**src/rtl/smrs_params.svh**
```systemverilog
// Summary of operation
// RULE_01 - smbus slave: byte, short and burst transfers
// RULE_02 - write: address, pointer byte, then data
// RULE_03 - burst write advances pointer per byte
// RULE_04 - master ends every write with stop
// RULE_05 - read: pointer write, restart, read data
// RULE_06 - burst read advances pointer per byte
// RULE_07 - master ends read with nack, stop
// RULE_08 - first temperature byte read blocks second's update
// RULE_09 - hold released after smbus timeout
// RULE_10 - send byte only loads the pointer
// RULE_11 - receive byte returns previously pointed register
// RULE_12 - receive byte leaves pointer unchanged
// RULE_13 - multimaster short transfers need care
// RULE_14 - address select sampled once at start
// RULE_15 - pointer kept; foreign addresses not acknowledged
// RULE_16 - ack address, pointer, data; release on nack
`ifndef SMRS_PARAMS_SVH
`define SMRS_PARAMS_SVH

// base of the eight slave addresses; value arbitrary
`define SMRS_BASE_ADDR 7'h38
`define SMRS_PTR_RESET 8'h00
// temperature value pairs live at even/odd pointer pairs in this range
`define SMRS_TEMP_FIRST 8'h00
`define SMRS_TEMP_LAST 8'h0F
`define SMRS_TIMEOUT_US 35000
`define SMRS_CLK_MHZ 250
`define SMRS_TIMEOUT_CYC (`SMRS_TIMEOUT_US * `SMRS_CLK_MHZ)
`define SMRS_SEL_SETTLE 2'h2
`define SMRS_BIT_LAST 4'h8
`define SMRS_TX_LAST 4'h7

`endif

```
**src/rtl/smrs_pkg.sv**
```systemverilog
package smrs_pkg;
  typedef enum logic [2:0] {
    SMRS_IDLE,
    SMRS_ADDR,
    SMRS_ADDR_ACK,
    SMRS_WR_BYTE,
    SMRS_WR_ACK,
    SMRS_RD_BYTE,
    SMRS_RD_ACK,
    SMRS_IGNORE
  } smrs_state_e;

  typedef struct packed {
    logic wr_en;
    logic [7:0] ptr;
    logic [7:0] wr_data;
  } smrs_reg_req_s;

  typedef struct packed {
    logic active;
    logic [7:0] addr;
  } smrs_hold_s;
endpackage

```
**src/rtl/smrs_slave.sv**
```systemverilog
`timescale 1ns/1ns
`include "smrs_params.svh"
module smrs_slave #(
  parameter int unsigned TIMEOUT_CYC = `SMRS_TIMEOUT_CYC
) (
  input wire logic i_clk_sys,                 // system clock, 250 MHz
  input wire logic i_rst_n,                   // async reset, active low
  input wire logic i_scl,                     // serial clock pin
  input wire logic i_sda,                     // serial data pin level
  output logic o_sda_out,                     // serial data drive value
  output logic o_sda_oe,                      // high while pulling data low
  input wire logic [2:0] i_addr_sel,          // address select pins
  input wire logic [7:0] i_rd_data,           // byte at o_reg_req.ptr
  output smrs_pkg::smrs_reg_req_s o_reg_req,  // pointer and write strobe
  output logic o_rd_strobe,                   // pulse: byte taken for read
  output smrs_pkg::smrs_hold_s o_hold         // update block for second byte
);
  import smrs_pkg::*;

  function automatic logic is_temp_first(input logic [7:0] a);
    is_temp_first = (a >= `SMRS_TEMP_FIRST) && (a <= `SMRS_TEMP_LAST) && !a[0];
  endfunction

  logic scl_s1_reg, scl_s2_reg, scl_d_reg;
  logic sda_s1_reg, sda_s2_reg, sda_d_reg;
  logic [2:0] sel_s1_reg, sel_s2_reg;
  logic [1:0] settle_reg;
  logic sel_done_reg;
  logic [6:0] own_addr_reg;
  smrs_state_e state_reg;
  logic [3:0] bit_reg;
  logic [7:0] rx_reg;
  logic [7:0] tx_reg;
  logic first_reg;
  logic rw_reg;
  logic mack_reg;
  logic [7:0] ptr_reg;
  logic wr_en_reg;
  logic [7:0] wr_data_reg;
  logic rd_strobe_reg;
  logic hold_reg;
  logic [7:0] hold_addr_reg;
  logic timer_expire;

  // edges come from the second sync flop and its delayed copy only
  wire logic scl_rise = scl_s2_reg && !scl_d_reg;
  wire logic scl_fall = !scl_s2_reg && scl_d_reg;
  wire logic start_cond = scl_s2_reg && scl_d_reg && !sda_s2_reg && sda_d_reg;
  wire logic stop_cond = scl_s2_reg && scl_d_reg && sda_s2_reg && !sda_d_reg;
  wire logic [7:0] rx_full = {rx_reg[6:0], sda_s2_reg};
  wire logic addr_hit = sel_done_reg && (rx_reg[7:1] == own_addr_reg);
  wire logic byte_done = scl_fall && (bit_reg == `SMRS_BIT_LAST);
  wire logic rd_load = scl_fall && ((state_reg == SMRS_ADDR_ACK && rw_reg)
                       || (state_reg == SMRS_RD_ACK && mack_reg));
  wire logic hold_start = rd_load && is_temp_first(ptr_reg);
  wire logic hold_done = rd_load && hold_reg && (ptr_reg == hold_addr_reg);

  always_ff @(posedge i_clk_sys or negedge i_rst_n) begin
    if (!i_rst_n) begin
      scl_s1_reg <= 1'b1;
      scl_s2_reg <= 1'b1;
      scl_d_reg <= 1'b1;
      sda_s1_reg <= 1'b1;
      sda_s2_reg <= 1'b1;
      sda_d_reg <= 1'b1;
      sel_s1_reg <= 3'h0;
      sel_s2_reg <= 3'h0;
    end else begin
      scl_s1_reg <= i_scl;
      scl_s2_reg <= scl_s1_reg;
      scl_d_reg <= scl_s2_reg;
      sda_s1_reg <= i_sda;
      sda_s2_reg <= sda_s1_reg;
      sda_d_reg <= sda_s2_reg;
      sel_s1_reg <= i_addr_sel;
      sel_s2_reg <= sel_s1_reg;
    end
  end

  // RULE_14 one-time address capture
  always_ff @(posedge i_clk_sys or negedge i_rst_n) begin
    if (!i_rst_n) begin
      settle_reg <= 2'h0;
      sel_done_reg <= 1'b0;
      own_addr_reg <= `SMRS_BASE_ADDR;
    end else if (!sel_done_reg) begin
      settle_reg <= settle_reg + 2'h1;
      if (settle_reg == `SMRS_SEL_SETTLE) begin
        sel_done_reg <= 1'b1;
        own_addr_reg <= `SMRS_BASE_ADDR + {4'h0, sel_s2_reg};
      end
    end
  end

  // RULE_01 transfer sequencer
  always_ff @(posedge i_clk_sys or negedge i_rst_n) begin
    if (!i_rst_n) begin
      state_reg <= SMRS_IDLE;
      bit_reg <= 4'h0;
      rx_reg <= 8'h00;
      tx_reg <= 8'hFF;
      first_reg <= 1'b0;
      rw_reg <= 1'b0;
      mack_reg <= 1'b0;
      o_sda_oe <= 1'b0;
    end else if (start_cond) begin
      // RULE_05 restart keeps pointer
      state_reg <= SMRS_ADDR;
      bit_reg <= 4'h0;
      o_sda_oe <= 1'b0;
    end else if (stop_cond) begin
      state_reg <= SMRS_IDLE;
      o_sda_oe <= 1'b0;
    end else begin
      case (state_reg)
        SMRS_ADDR, SMRS_WR_BYTE: begin
          if (scl_rise) begin
            rx_reg <= rx_full;
            bit_reg <= bit_reg + 4'h1;
          end
          if (byte_done) begin
            if (state_reg == SMRS_WR_BYTE) begin
              // RULE_16 ack pointer and data
              o_sda_oe <= 1'b1;
              state_reg <= SMRS_WR_ACK;
            end else if (addr_hit) begin
              // RULE_16 ack own address
              o_sda_oe <= 1'b1;
              rw_reg <= rx_reg[0];
              state_reg <= SMRS_ADDR_ACK;
            end else begin
              // RULE_15 foreign address ignored
              state_reg <= SMRS_IGNORE;
            end
          end
        end
        SMRS_ADDR_ACK: begin
          if (scl_fall) begin
            bit_reg <= 4'h0;
            if (rw_reg) begin
              // RULE_11 data from held pointer
              tx_reg <= i_rd_data;
              o_sda_oe <= !i_rd_data[7];
              state_reg <= SMRS_RD_BYTE;
            end else begin
              o_sda_oe <= 1'b0;
              first_reg <= 1'b1;
              state_reg <= SMRS_WR_BYTE;
            end
          end
        end
        SMRS_WR_ACK: begin
          if (scl_fall) begin
            o_sda_oe <= 1'b0;
            first_reg <= 1'b0;
            bit_reg <= 4'h0;
            state_reg <= SMRS_WR_BYTE;
          end
        end
        SMRS_RD_BYTE: begin
          if (scl_fall) begin
            bit_reg <= bit_reg + 4'h1;
            tx_reg <= {tx_reg[6:0], 1'b1};
            o_sda_oe <= !tx_reg[6] && (bit_reg != `SMRS_TX_LAST);
            if (bit_reg == `SMRS_TX_LAST) state_reg <= SMRS_RD_ACK;
          end
        end
        SMRS_RD_ACK: begin
          if (scl_rise) mack_reg <= !sda_s2_reg;
          if (scl_fall) begin
            bit_reg <= 4'h0;
            if (mack_reg) begin
              // RULE_06 next contiguous byte
              tx_reg <= i_rd_data;
              o_sda_oe <= !i_rd_data[7];
              state_reg <= SMRS_RD_BYTE;
            end else begin
              // RULE_16 line released after nack
              o_sda_oe <= 1'b0;
              state_reg <= SMRS_IGNORE;
            end
          end
        end
        SMRS_IDLE, SMRS_IGNORE: o_sda_oe <= 1'b0;
        default: begin
          state_reg <= SMRS_IDLE;
          o_sda_oe <= 1'b0;
        end
      endcase
    end
  end

  // on reads the pointer moves on the master's ack rise so the read port settles before load
  always_ff @(posedge i_clk_sys or negedge i_rst_n) begin
    if (!i_rst_n) begin
      ptr_reg <= `SMRS_PTR_RESET;
      wr_en_reg <= 1'b0;
      wr_data_reg <= 8'h00;
    end else begin
      wr_en_reg <= 1'b0;
      if (byte_done && state_reg == SMRS_WR_BYTE) begin
        if (first_reg) begin
          // RULE_10 pointer byte loads pointer
          ptr_reg <= rx_reg;
        end else begin
          // RULE_02 data byte stored
          wr_en_reg <= 1'b1;
          wr_data_reg <= rx_reg;
        end
      end
      // RULE_03 advance after each written byte
      if (scl_fall && state_reg == SMRS_WR_ACK && !first_reg) ptr_reg <= ptr_reg + 8'h01;
      // RULE_12 no advance on nack, so receive byte repeats
      if (scl_rise && state_reg == SMRS_RD_ACK && !sda_s2_reg) ptr_reg <= ptr_reg + 8'h01;
    end
  end

  // RULE_08 hold second temperature byte
  always_ff @(posedge i_clk_sys or negedge i_rst_n) begin
    if (!i_rst_n) begin
      hold_reg <= 1'b0;
      hold_addr_reg <= 8'h00;
      rd_strobe_reg <= 1'b0;
    end else begin
      rd_strobe_reg <= rd_load;
      if (hold_start) begin
        hold_reg <= 1'b1;
        hold_addr_reg <= ptr_reg + 8'h01;
      end else if (hold_done || timer_expire) begin
        hold_reg <= 1'b0;
      end
    end
  end

  // RULE_09 release on timeout
  smrs_hold_timer #(
    .TIMEOUT_CYC(TIMEOUT_CYC)
  ) u_timer (
    .i_clk_sys(i_clk_sys),
    .i_rst_n(i_rst_n),
    .i_start(hold_start),
    .i_run(hold_reg),
    .o_expire(timer_expire)
  );

  assign o_sda_out = 1'b0;
  assign o_reg_req = '{wr_en: wr_en_reg, ptr: ptr_reg, wr_data: wr_data_reg};
  assign o_rd_strobe = rd_strobe_reg;
  assign o_hold = '{active: hold_reg, addr: hold_addr_reg};
endmodule // smrs_slave

```
**src/rtl/smrs_hold_timer.sv**
```systemverilog
`timescale 1ns/1ns
`include "smrs_params.svh"
module smrs_hold_timer #(
  parameter int unsigned TIMEOUT_CYC = `SMRS_TIMEOUT_CYC
) (
  input wire logic i_clk_sys,  // system clock
  input wire logic i_rst_n,    // async reset, active low
  input wire logic i_start,    // restart the count
  input wire logic i_run,      // count while high
  output logic o_expire        // one-cycle pulse at timeout
);
  logic [23:0] cnt_reg;
  wire logic at_end = (cnt_reg == TIMEOUT_CYC[23:0] - 24'h000001);

  always_ff @(posedge i_clk_sys or negedge i_rst_n) begin
    if (!i_rst_n) begin
      cnt_reg <= 24'h000000;
      o_expire <= 1'b0;
    end else begin
      o_expire <= i_run && !i_start && at_end;
      if (i_start || !i_run || at_end) cnt_reg <= 24'h000000;
      else cnt_reg <= cnt_reg + 24'h000001;
    end
  end
endmodule // smrs_hold_timer

```
**config.mk**
```make
export PLATFORM = sky130hd
export DESIGN_NAME = smrs_slave
export DESIGN_NICKNAME = d
export VERILOG_FILES = /design/src/rtl/smrs_pkg.sv /design/src/rtl/smrs_slave.sv /design/src/rtl/smrs_hold_timer.sv
export VERILOG_INCLUDE_DIRS = /design/src /design/src/rtl
export SDC_FILE = /design/constraint.sdc
export NUM_CORES = 1
export LEC_CHECK = 0
export BUFFER_PORTS_ARGS = -buffer_cell sky130_fd_sc_hd__buf_2
export CORE_MARGIN = 3
export CORE_UTILIZATION = 45
export CTS_CLUSTER_DIAMETER = 200
export CTS_CLUSTER_SIZE = 8
export DETAILED_ROUTE_END_ITERATION = 7
export PLACE_DENSITY = 0.66
export SLEW_MARGIN = 0
export SYNTH_ARGS = -nofsm -noshare
export SYNTH_HDL_FRONTEND = slang
export SYNTH_HIERARCHICAL = 1
export SYNTH_SLANG_ARGS = --single-unit
```
**constraint.sdc**
```tcl
create_clock -name i_clk_sys -period 2.19 [get_ports i_clk_sys]
set_clock_uncertainty 0.2 [all_clocks]
set_input_delay 0.438 -clock i_clk_sys [delete_from_list [all_inputs] [get_ports i_clk_sys]]
set_output_delay 0.438 -clock i_clk_sys [all_outputs]
set_load 0.01 [all_outputs]
```
==> run metrics, run 1 <==
result of the run finished clean; gate count of the mapped netlist 455; number of flip-flops under the largest register name 24; type of the worst min-delay path in -> reg; leftover overflow at the end of global routing 0; via count of the first global-routing pass 3,487; clock buffers created by TritonCTS 9; post-layout instance count excluding filler cells 669; detailed placement HPWL 7035 um; RSZ-0062 raised after global routing yes; area fraction of the dominant cell type after synthesis 0.4362; global placer's final weighted congestion 0.8532; clock insertion delay at the later pin of the skew report 0.37 ns; worst setup path class reg -> reg; area occupied by multi-input gates 2182 um2; first drt pass iteration count 4; average cell area after synthesis 10.47 um2; power density over cell area 951.6 nW/um2; sequential cell area fraction in the yosys report 0.5079; synth-to-layout area growth 18.68%; TritonCTS clock tree done; initial core utilization 0.4741; H-tree depth 3; ranking of synthesized cells by area dfrtp_1 44%, dfstp_2 7.2%, xnor2_1 5.3%; worst stage delay on the critical path 0.39 ns; WP data required 2.24 ns; data arrival time of the critical path 2.19 ns; fin crit period 2.134 ns; normalized max-slew margin 0.6198; number of core rows 36; CP top delay family simple AND/OR/NAND/NOR gates; yosys synthesis warning count 6; ys flop type dfrtp_1; width of the die 108.9 um; DRC violation count after routing 0; most common cell after layout, fill and taps aside dfrtp_1; via count of the routed design 3,623; endpoints failing setup 0; element type at the critical path end register; commonest cells after routing, fill and taps aside 81 x dfrtp_1, 44 x nor2_1, 41 x buf_2; vertical extent of the die 108.9 um; routed vias/inst 5.416; critical path, cell by cell inv_1 > ha_2 > nand3b_4 > or2_1 > or3_1 > buf_4 > mux2_4; layout cell share with drive strength beyond 1 0.2892; clock buffer depth 2; Std-Cell Core Area 10,040 um2; number of sinks handled by clock tree synthesis 96; Yosys reg bits 96; highest-delay cell along the critical path dfrtp_1; DR WL/cell 14.68 um; number of distinct library cell variants in the gate-level netlist after synthesis 65; global-route wire length before repair 16,860 um; antenna fix cells 0; peak supply drop 0.0003695 V; io pins 44; number of input and output port buffers inserted 42; Async SR Flop Fraction 1.000; slew at the pin with the worst max-slew slack 0.5703 ns; max-slew violations 0; fillcell total 885; register area 2421 um2; startpoint types register; number of maximum-capacitance violations 0; accumulated negative setup slack 0 ns; mapped cell area 4762 um2; maximum fanout along the worst path 10; CTS root buf clkbuf_8; Buf/Inv on CP 2; aggregate routed wire length 9822 um; Clock transition at path regs 0.10 ns; detailed router's first-iteration violation count 174; placed cells 646; Fin. Hold Viols 0; P_leak 2.539 nW; initial antenna violation count 0; maximum number of pins on one net before global-route repair 44; number of nets with antenna violations after routing 0; post-synth top area cell dfrtp_1; period utilisation layout 0.9746; die footprint 11,850 um2; global routing usage summed across all routing layers 0.1786; count of flip-flops with a built-in enable after synthesis 0; Nets 551; Fmax 468.5 MHz; Mapped Nets 475
repair_timing:
action / CTS / global route
hold buffers: 6 / 0
resized for setup: 1 / 8
endpoints found under the setup margin: 2 / 27
hold endpoints to repair: 45 / 0
buffers inserted: 0 / 1
cell type report:
| cell class | instances | area share |
|---|---|---|
| flip-flops and latches | 96 | 0.4284 |
| multi-input cells | 319 | 0.3861 |
| repair buffers | 86 | 0.1054 |
| well taps | 133 | 0.02944 |
| clock buffers | 9 | 0.02192 |
| clock inverters | 7 | 0.01616 |
| inverters | 19 | 0.01262 |
worst min-delay path, cell delays in order:
cell	delay, ns
buf_2	0.09
inv_1	0.04
a31oi_1	0.07
power breakdown:
| group | total (mW) | leakage [nW] | internal [mW] | switching (mW) |
|---|---|---|---|---|
| Sequential | 2.41 | 1.22 | 2.09 | 0.323 |
| Combinational | 1.74 | 1.21 | 0.854 | 0.887 |
| Clock | 1.22 | 0.104 | 0.551 | 0.672 |
| Total | 5.38 | 2.54 | 3.50 | 1.88 |
per-layer routing:
metal / vias up / part of all wire / GRT usage
li1: 1761 / - / -
met1: 1770 / 0.48 / 0.2540
met2: 88 / 0.47 / 0.2781
met3: 4 / 0.041 / 0.04085
met4: 0 / 0.0066 / 0.04238
met5: - / 0 / 0
cells by family after synthesis:
family	after synthesis	synth area share
buffers and inverters	40	0.04046
adder cells (fa/ha/maj)	5	0.01314
AO/OA/AOI/OAI	86	0.1138
XOR/XNOR	30	0.05518
multiplexers	27	0.06726
other	1	0.0007875
AND/OR/NAND/NOR	170	0.2015
flip-flops	96	0.5079
synth_stat cells, drive strengths merged, types with 2 or more instances:
cell and count:
and2 4, or2 4, a21oi 21, clkbuf 5, o21ai 32, or4 8, o311ai 4, nand2 34
nand4 6, nor3 4, nand3 14, xnor2 29, nand3b 4, and4 2, dfstp 13, nor4b 2
nor3b 5, dfrtp 83, nor2 45, ha 5, nand4b 4, and3 4, nand2b 7, nor2b 6
mux2 19, or3 6, a22o 2, mux2i 8, o31ai 7, o21a 3, buf 16, nor4 8
a31oi 4, inv 19
final timing paths:
path	slack, ns	from	cells past startpoint	end
setup reg to reg	0.06	bit_reg[0]	7	wr_data_reg[6]
hold reg to reg	0.15	sel_s1_reg[2]	0	sel_s2_reg[2]
setup / recovery	0.06	bit_reg[0]	7	wr_data_reg[6]
hold / removal	0.08	i_rd_data[0]	3	tx_reg[0]
max in group asynchronous	0.76	i_rst_n	3	sda_s1_reg
min in group asynchronous	0.38	i_rst_n	2	hold_addr_reg[4]
stage by stage:
| stage | cell area, um2 | setup slack (ns) | hold WS [ns] | total power, mW | util |
|---|---|---|---|---|---|
| after CTS | 5615 | 0.03836 | 0.04838 | 5.393 | 0.5590 |
| after global routing | 5652 | -0.03235 | 0.06541 | 5.741 | 0.5627 |
| after global placement | 5335 | 0.07065 | 0.1359 | 4.091 | 0.5311 |
| after floorplan | 4762 | 0.01672 | -0.05759 | 3.538 | - |
| final | 5652 | 0.05553 | 0.07550 | 5.378 | 0.5627 |
| after detailed placement | 5335 | -0.0002591 | 0.1355 | 4.133 | 0.5311 |
(Power assumes the default switching activity.)
==> run 2: changes to the inputs <==
GPL_TIMING_DRIVEN = 0   (was not set)
==> run 2 against run 1 <==
Net effect:
- clock-buffer cell count is 3 higher
- core utilization increased by 1.3 points
- combinational power is 6% higher
- die area is the same
- hold slack gained 0.025 ns
==> run metrics, run 2 (synthesis results as in run 1) <==
via count of the routed design 3,606 (was 3,623); CTS root buf clkbuf_8 (unchanged); register area 2422 um2 (was 2421 um2); detailed router's first-iteration violation count 123 (was 174); P_leak 2.555 nW (was 2.539 nW); via count of the first global-routing pass 3,356 (was 3,487); element type at the critical path end register (unchanged); post-route cell area 5786 um2 (was 5652 um2); cell-internal power 3.402 mW (was 3.497 mW); Fmax 464.0 MHz (was 468.5 MHz); number of nets with antenna violations after routing 0 (unchanged); hold path startpoint i_rd_data[0] (unchanged); aggregate routed wire length 10,200 um (was 9822 um); r2r worst-path depth 7 (unchanged); Seq pwr share 0.453 (was 0.449); number of input and output port buffers inserted 42 (unchanged); origin of the critical flop-to-flop path bit_reg[0] (unchanged); number of maximum-capacitance violations 0 (unchanged); GR Layer Usage met1 0.2402 (was 0.2540); io pins 44 (unchanged); antenna fix cells 0 (unchanged); hold worst-path end tx_reg[0] (unchanged); width of the die 108.9 um (unchanged); number of core rows 36 (unchanged); most common cell after layout, fill and taps aside dfrtp_1 (unchanged); global placer's final weighted congestion 0.9012 (was 0.8532); die footprint 11,850 um2 (unchanged); synth-to-layout area growth 21.49% (was 18.68%); fraction of power consumed by the clock network 0.199 (was 0.227); post-layout instance count excluding filler cells 675 (was 669); total net switching power 1.877 mW (was 1.881 mW); type of the worst min-delay path in -> reg (unchanged); WP data required 2.25 ns (was 2.24 ns); fillcell total 861 (was 885); commonest cells after routing, fill and taps aside 80 x dfrtp_1, 46 x buf_2, 44 x nor2_1 (was 81 x dfrtp_1, 44 x nor2_1, 41 x buf_2); startpoint types register (unchanged); detailed placement HPWL 6854 um (was 7035 um); switching share of power 0.3556 (was 0.3498); busiest layer in global routing met2 (unchanged); clock buffer depth 2 (unchanged); Std-Cell Core Area 10,040 um2 (unchanged); vertical extent of the die 108.9 um (unchanged); maximum fanout along the worst path 5 (was 10); part of the total power dissipated in combinational logic 0.348 (was 0.324); peak supply drop 0.0004601 V (was 0.0003695 V); endpoints failing setup 0 (unchanged); slew at the pin with the worst max-slew slack 0.5018 ns (was 0.5703 ns); power density over cell area 912.5 nW/um2 (was 951.6 nW/um2); result of the run finished clean (unchanged); accumulated negative setup slack 0 ns (unchanged); initial antenna violation count 0 (unchanged); H-tree depth 3 (unchanged); DRC violation count after routing 0 (unchanged); DR WL/cell 15.11 um (was 14.68 um); data arrival time of the critical path 2.21 ns (was 2.19 ns); global routing usage summed across all routing layers 0.1753 (was 0.1786); Fin. Hold Viols 0 (unchanged); area occupied by multi-input gates 2330 um2 (was 2182 um2); clock buffers created by TritonCTS 9 (unchanged); routed vias/inst 5.342 (was 5.416); leftover overflow at the end of global routing 0 (unchanged); RSZ-0062 raised after global routing yes (unchanged); post-place instance area 5169 um2 (was 5335 um2); GR Util met2 0.2833 (was 0.2781); worst hold path cell count 3 (unchanged); global-route wire length before repair 16,390 um (was 16,860 um); maximum number of pins on one net before global-route repair 66 (was 44); worst reg-to-reg setup slack 0.03 ns (was 0.06 ns); normalized max-slew margin 0.6619 (was 0.6198); Clock transition at path regs 0.10 ns (about the same); placed cells 631 (was 646); TritonCTS clock tree done (unchanged); Worst Hold Margin 0.1007 ns (was 0.07550 ns); first drt pass iteration count 4 (unchanged); number of flip-flops under the largest register name 24 (unchanged); met3 track utilization from global routing 0.03197 (was 0.04085); endpoint of the worst register-to-register path wr_data_reg[3] (was wr_data_reg[6]); fin crit period 2.155 ns (was 2.134 ns); period utilisation layout 0.9842 (was 0.9746); max-slew violations 0 (unchanged); number of sinks handled by clock tree synthesis 96 (unchanged); Nets 557 (was 551); layout cell share with drive strength beyond 1 0.3155 (was 0.2892); initial core utilization 0.4741 (unchanged); clock insertion delay at the later pin of the skew report 0.36 ns (was 0.37 ns); worst setup path class reg -> reg (unchanged)
run 2: cell types whose count changed in the layout (fill, tap and decap cells not counted), moves of 3 or more:
cell,change
a21oi_1,-3
a21oi_2,+3
buf_12,-3
buf_2,+5
buf_4,-8
buf_6,+5
clkbuf_1,+6
clkinv_4,-3
clkinvlp_4,+3
nor2b_1,-3
nor2b_4,+3
run 2: what timing repair did:
item,4_1_cts,5_1_grt
buffers inserted,8,13
pin swaps,4,8
hold buffers,6,0
gates cloned,0,1
hold endpoints to repair,33,0
resized for setup,21,29
endpoints found under the setup margin,38,52
run 2: worst max path at each step:
stage                             startpoint             endpoint  slack (ns)  cells past startpoint
after floorplan           u_timer/cnt_reg[0]  u_timer/cnt_reg[20]        0.02                      6
after global placement          state_reg[1]   u_timer/cnt_reg[3]       -0.62                     10
after detailed placement        state_reg[1]   u_timer/cnt_reg[4]       -0.60                     10
after CTS                         scl_s2_reg             o_sda_oe      -0.008                      6
after global routing              sda_s2_reg             o_sda_oe       -0.03                      5
final                             bit_reg[0]       wr_data_reg[3]        0.03                      7
run 2: layout make-up:
class                   count  area share
plain buffers              21     0.02725
clock buffers              12     0.02509
clock inverters             4    0.005190
inverters                  19     0.01233
multi-input cells         319      0.4027
flip-flops and latches     96      0.4187
well taps                 133     0.02876
repair buffers             71     0.08002
run 2: power groups by stage:
stage | registers (mW) | logic [mW] | clock network (mW)
after detailed placement | 2.41 | 1.59 | 0
final | 2.39 | 1.84 | 1.05
after floorplan | 2.36 | 1.17 | 0
after CTS | 2.38 | 1.69 | 1.10
after global routing | 2.44 | 2.03 | 1.16
after global placement | 2.41 | 1.55 | 0
run 2: routing by layer:
layer | part of all wire | vias to the layer above
met5 | 0 | -
met4 | 0.013 | 0
li1 | - | 1767
met3 | 0.044 | 11
met2 | 0.48 | 78
met1 | 0.46 | 1750
run 2: per-stage QoR:
stage | util | power, mW | setup WS [ns]
after global placement | 0.5116 | 3.954 | -0.6199
after floorplan | - | 3.538 | 0.01672
after global routing | 0.5760 | 5.628 | -0.02614
after detailed placement | 0.5146 | 4.003 | -0.6042
final | 0.5760 | 5.279 | 0.03464
after CTS | 0.5533 | 5.171 | -0.007970
run 2: critical path, cell delays in order, from the launching register on:
cell and delay (ns):
dfrtp_1 0.41, inv_1 0.10, ha_4 0.15, nand3b_4 0.10
or2_1 0.26, or3_4 0.38, buf_2 0.17, mux2_4 0.29
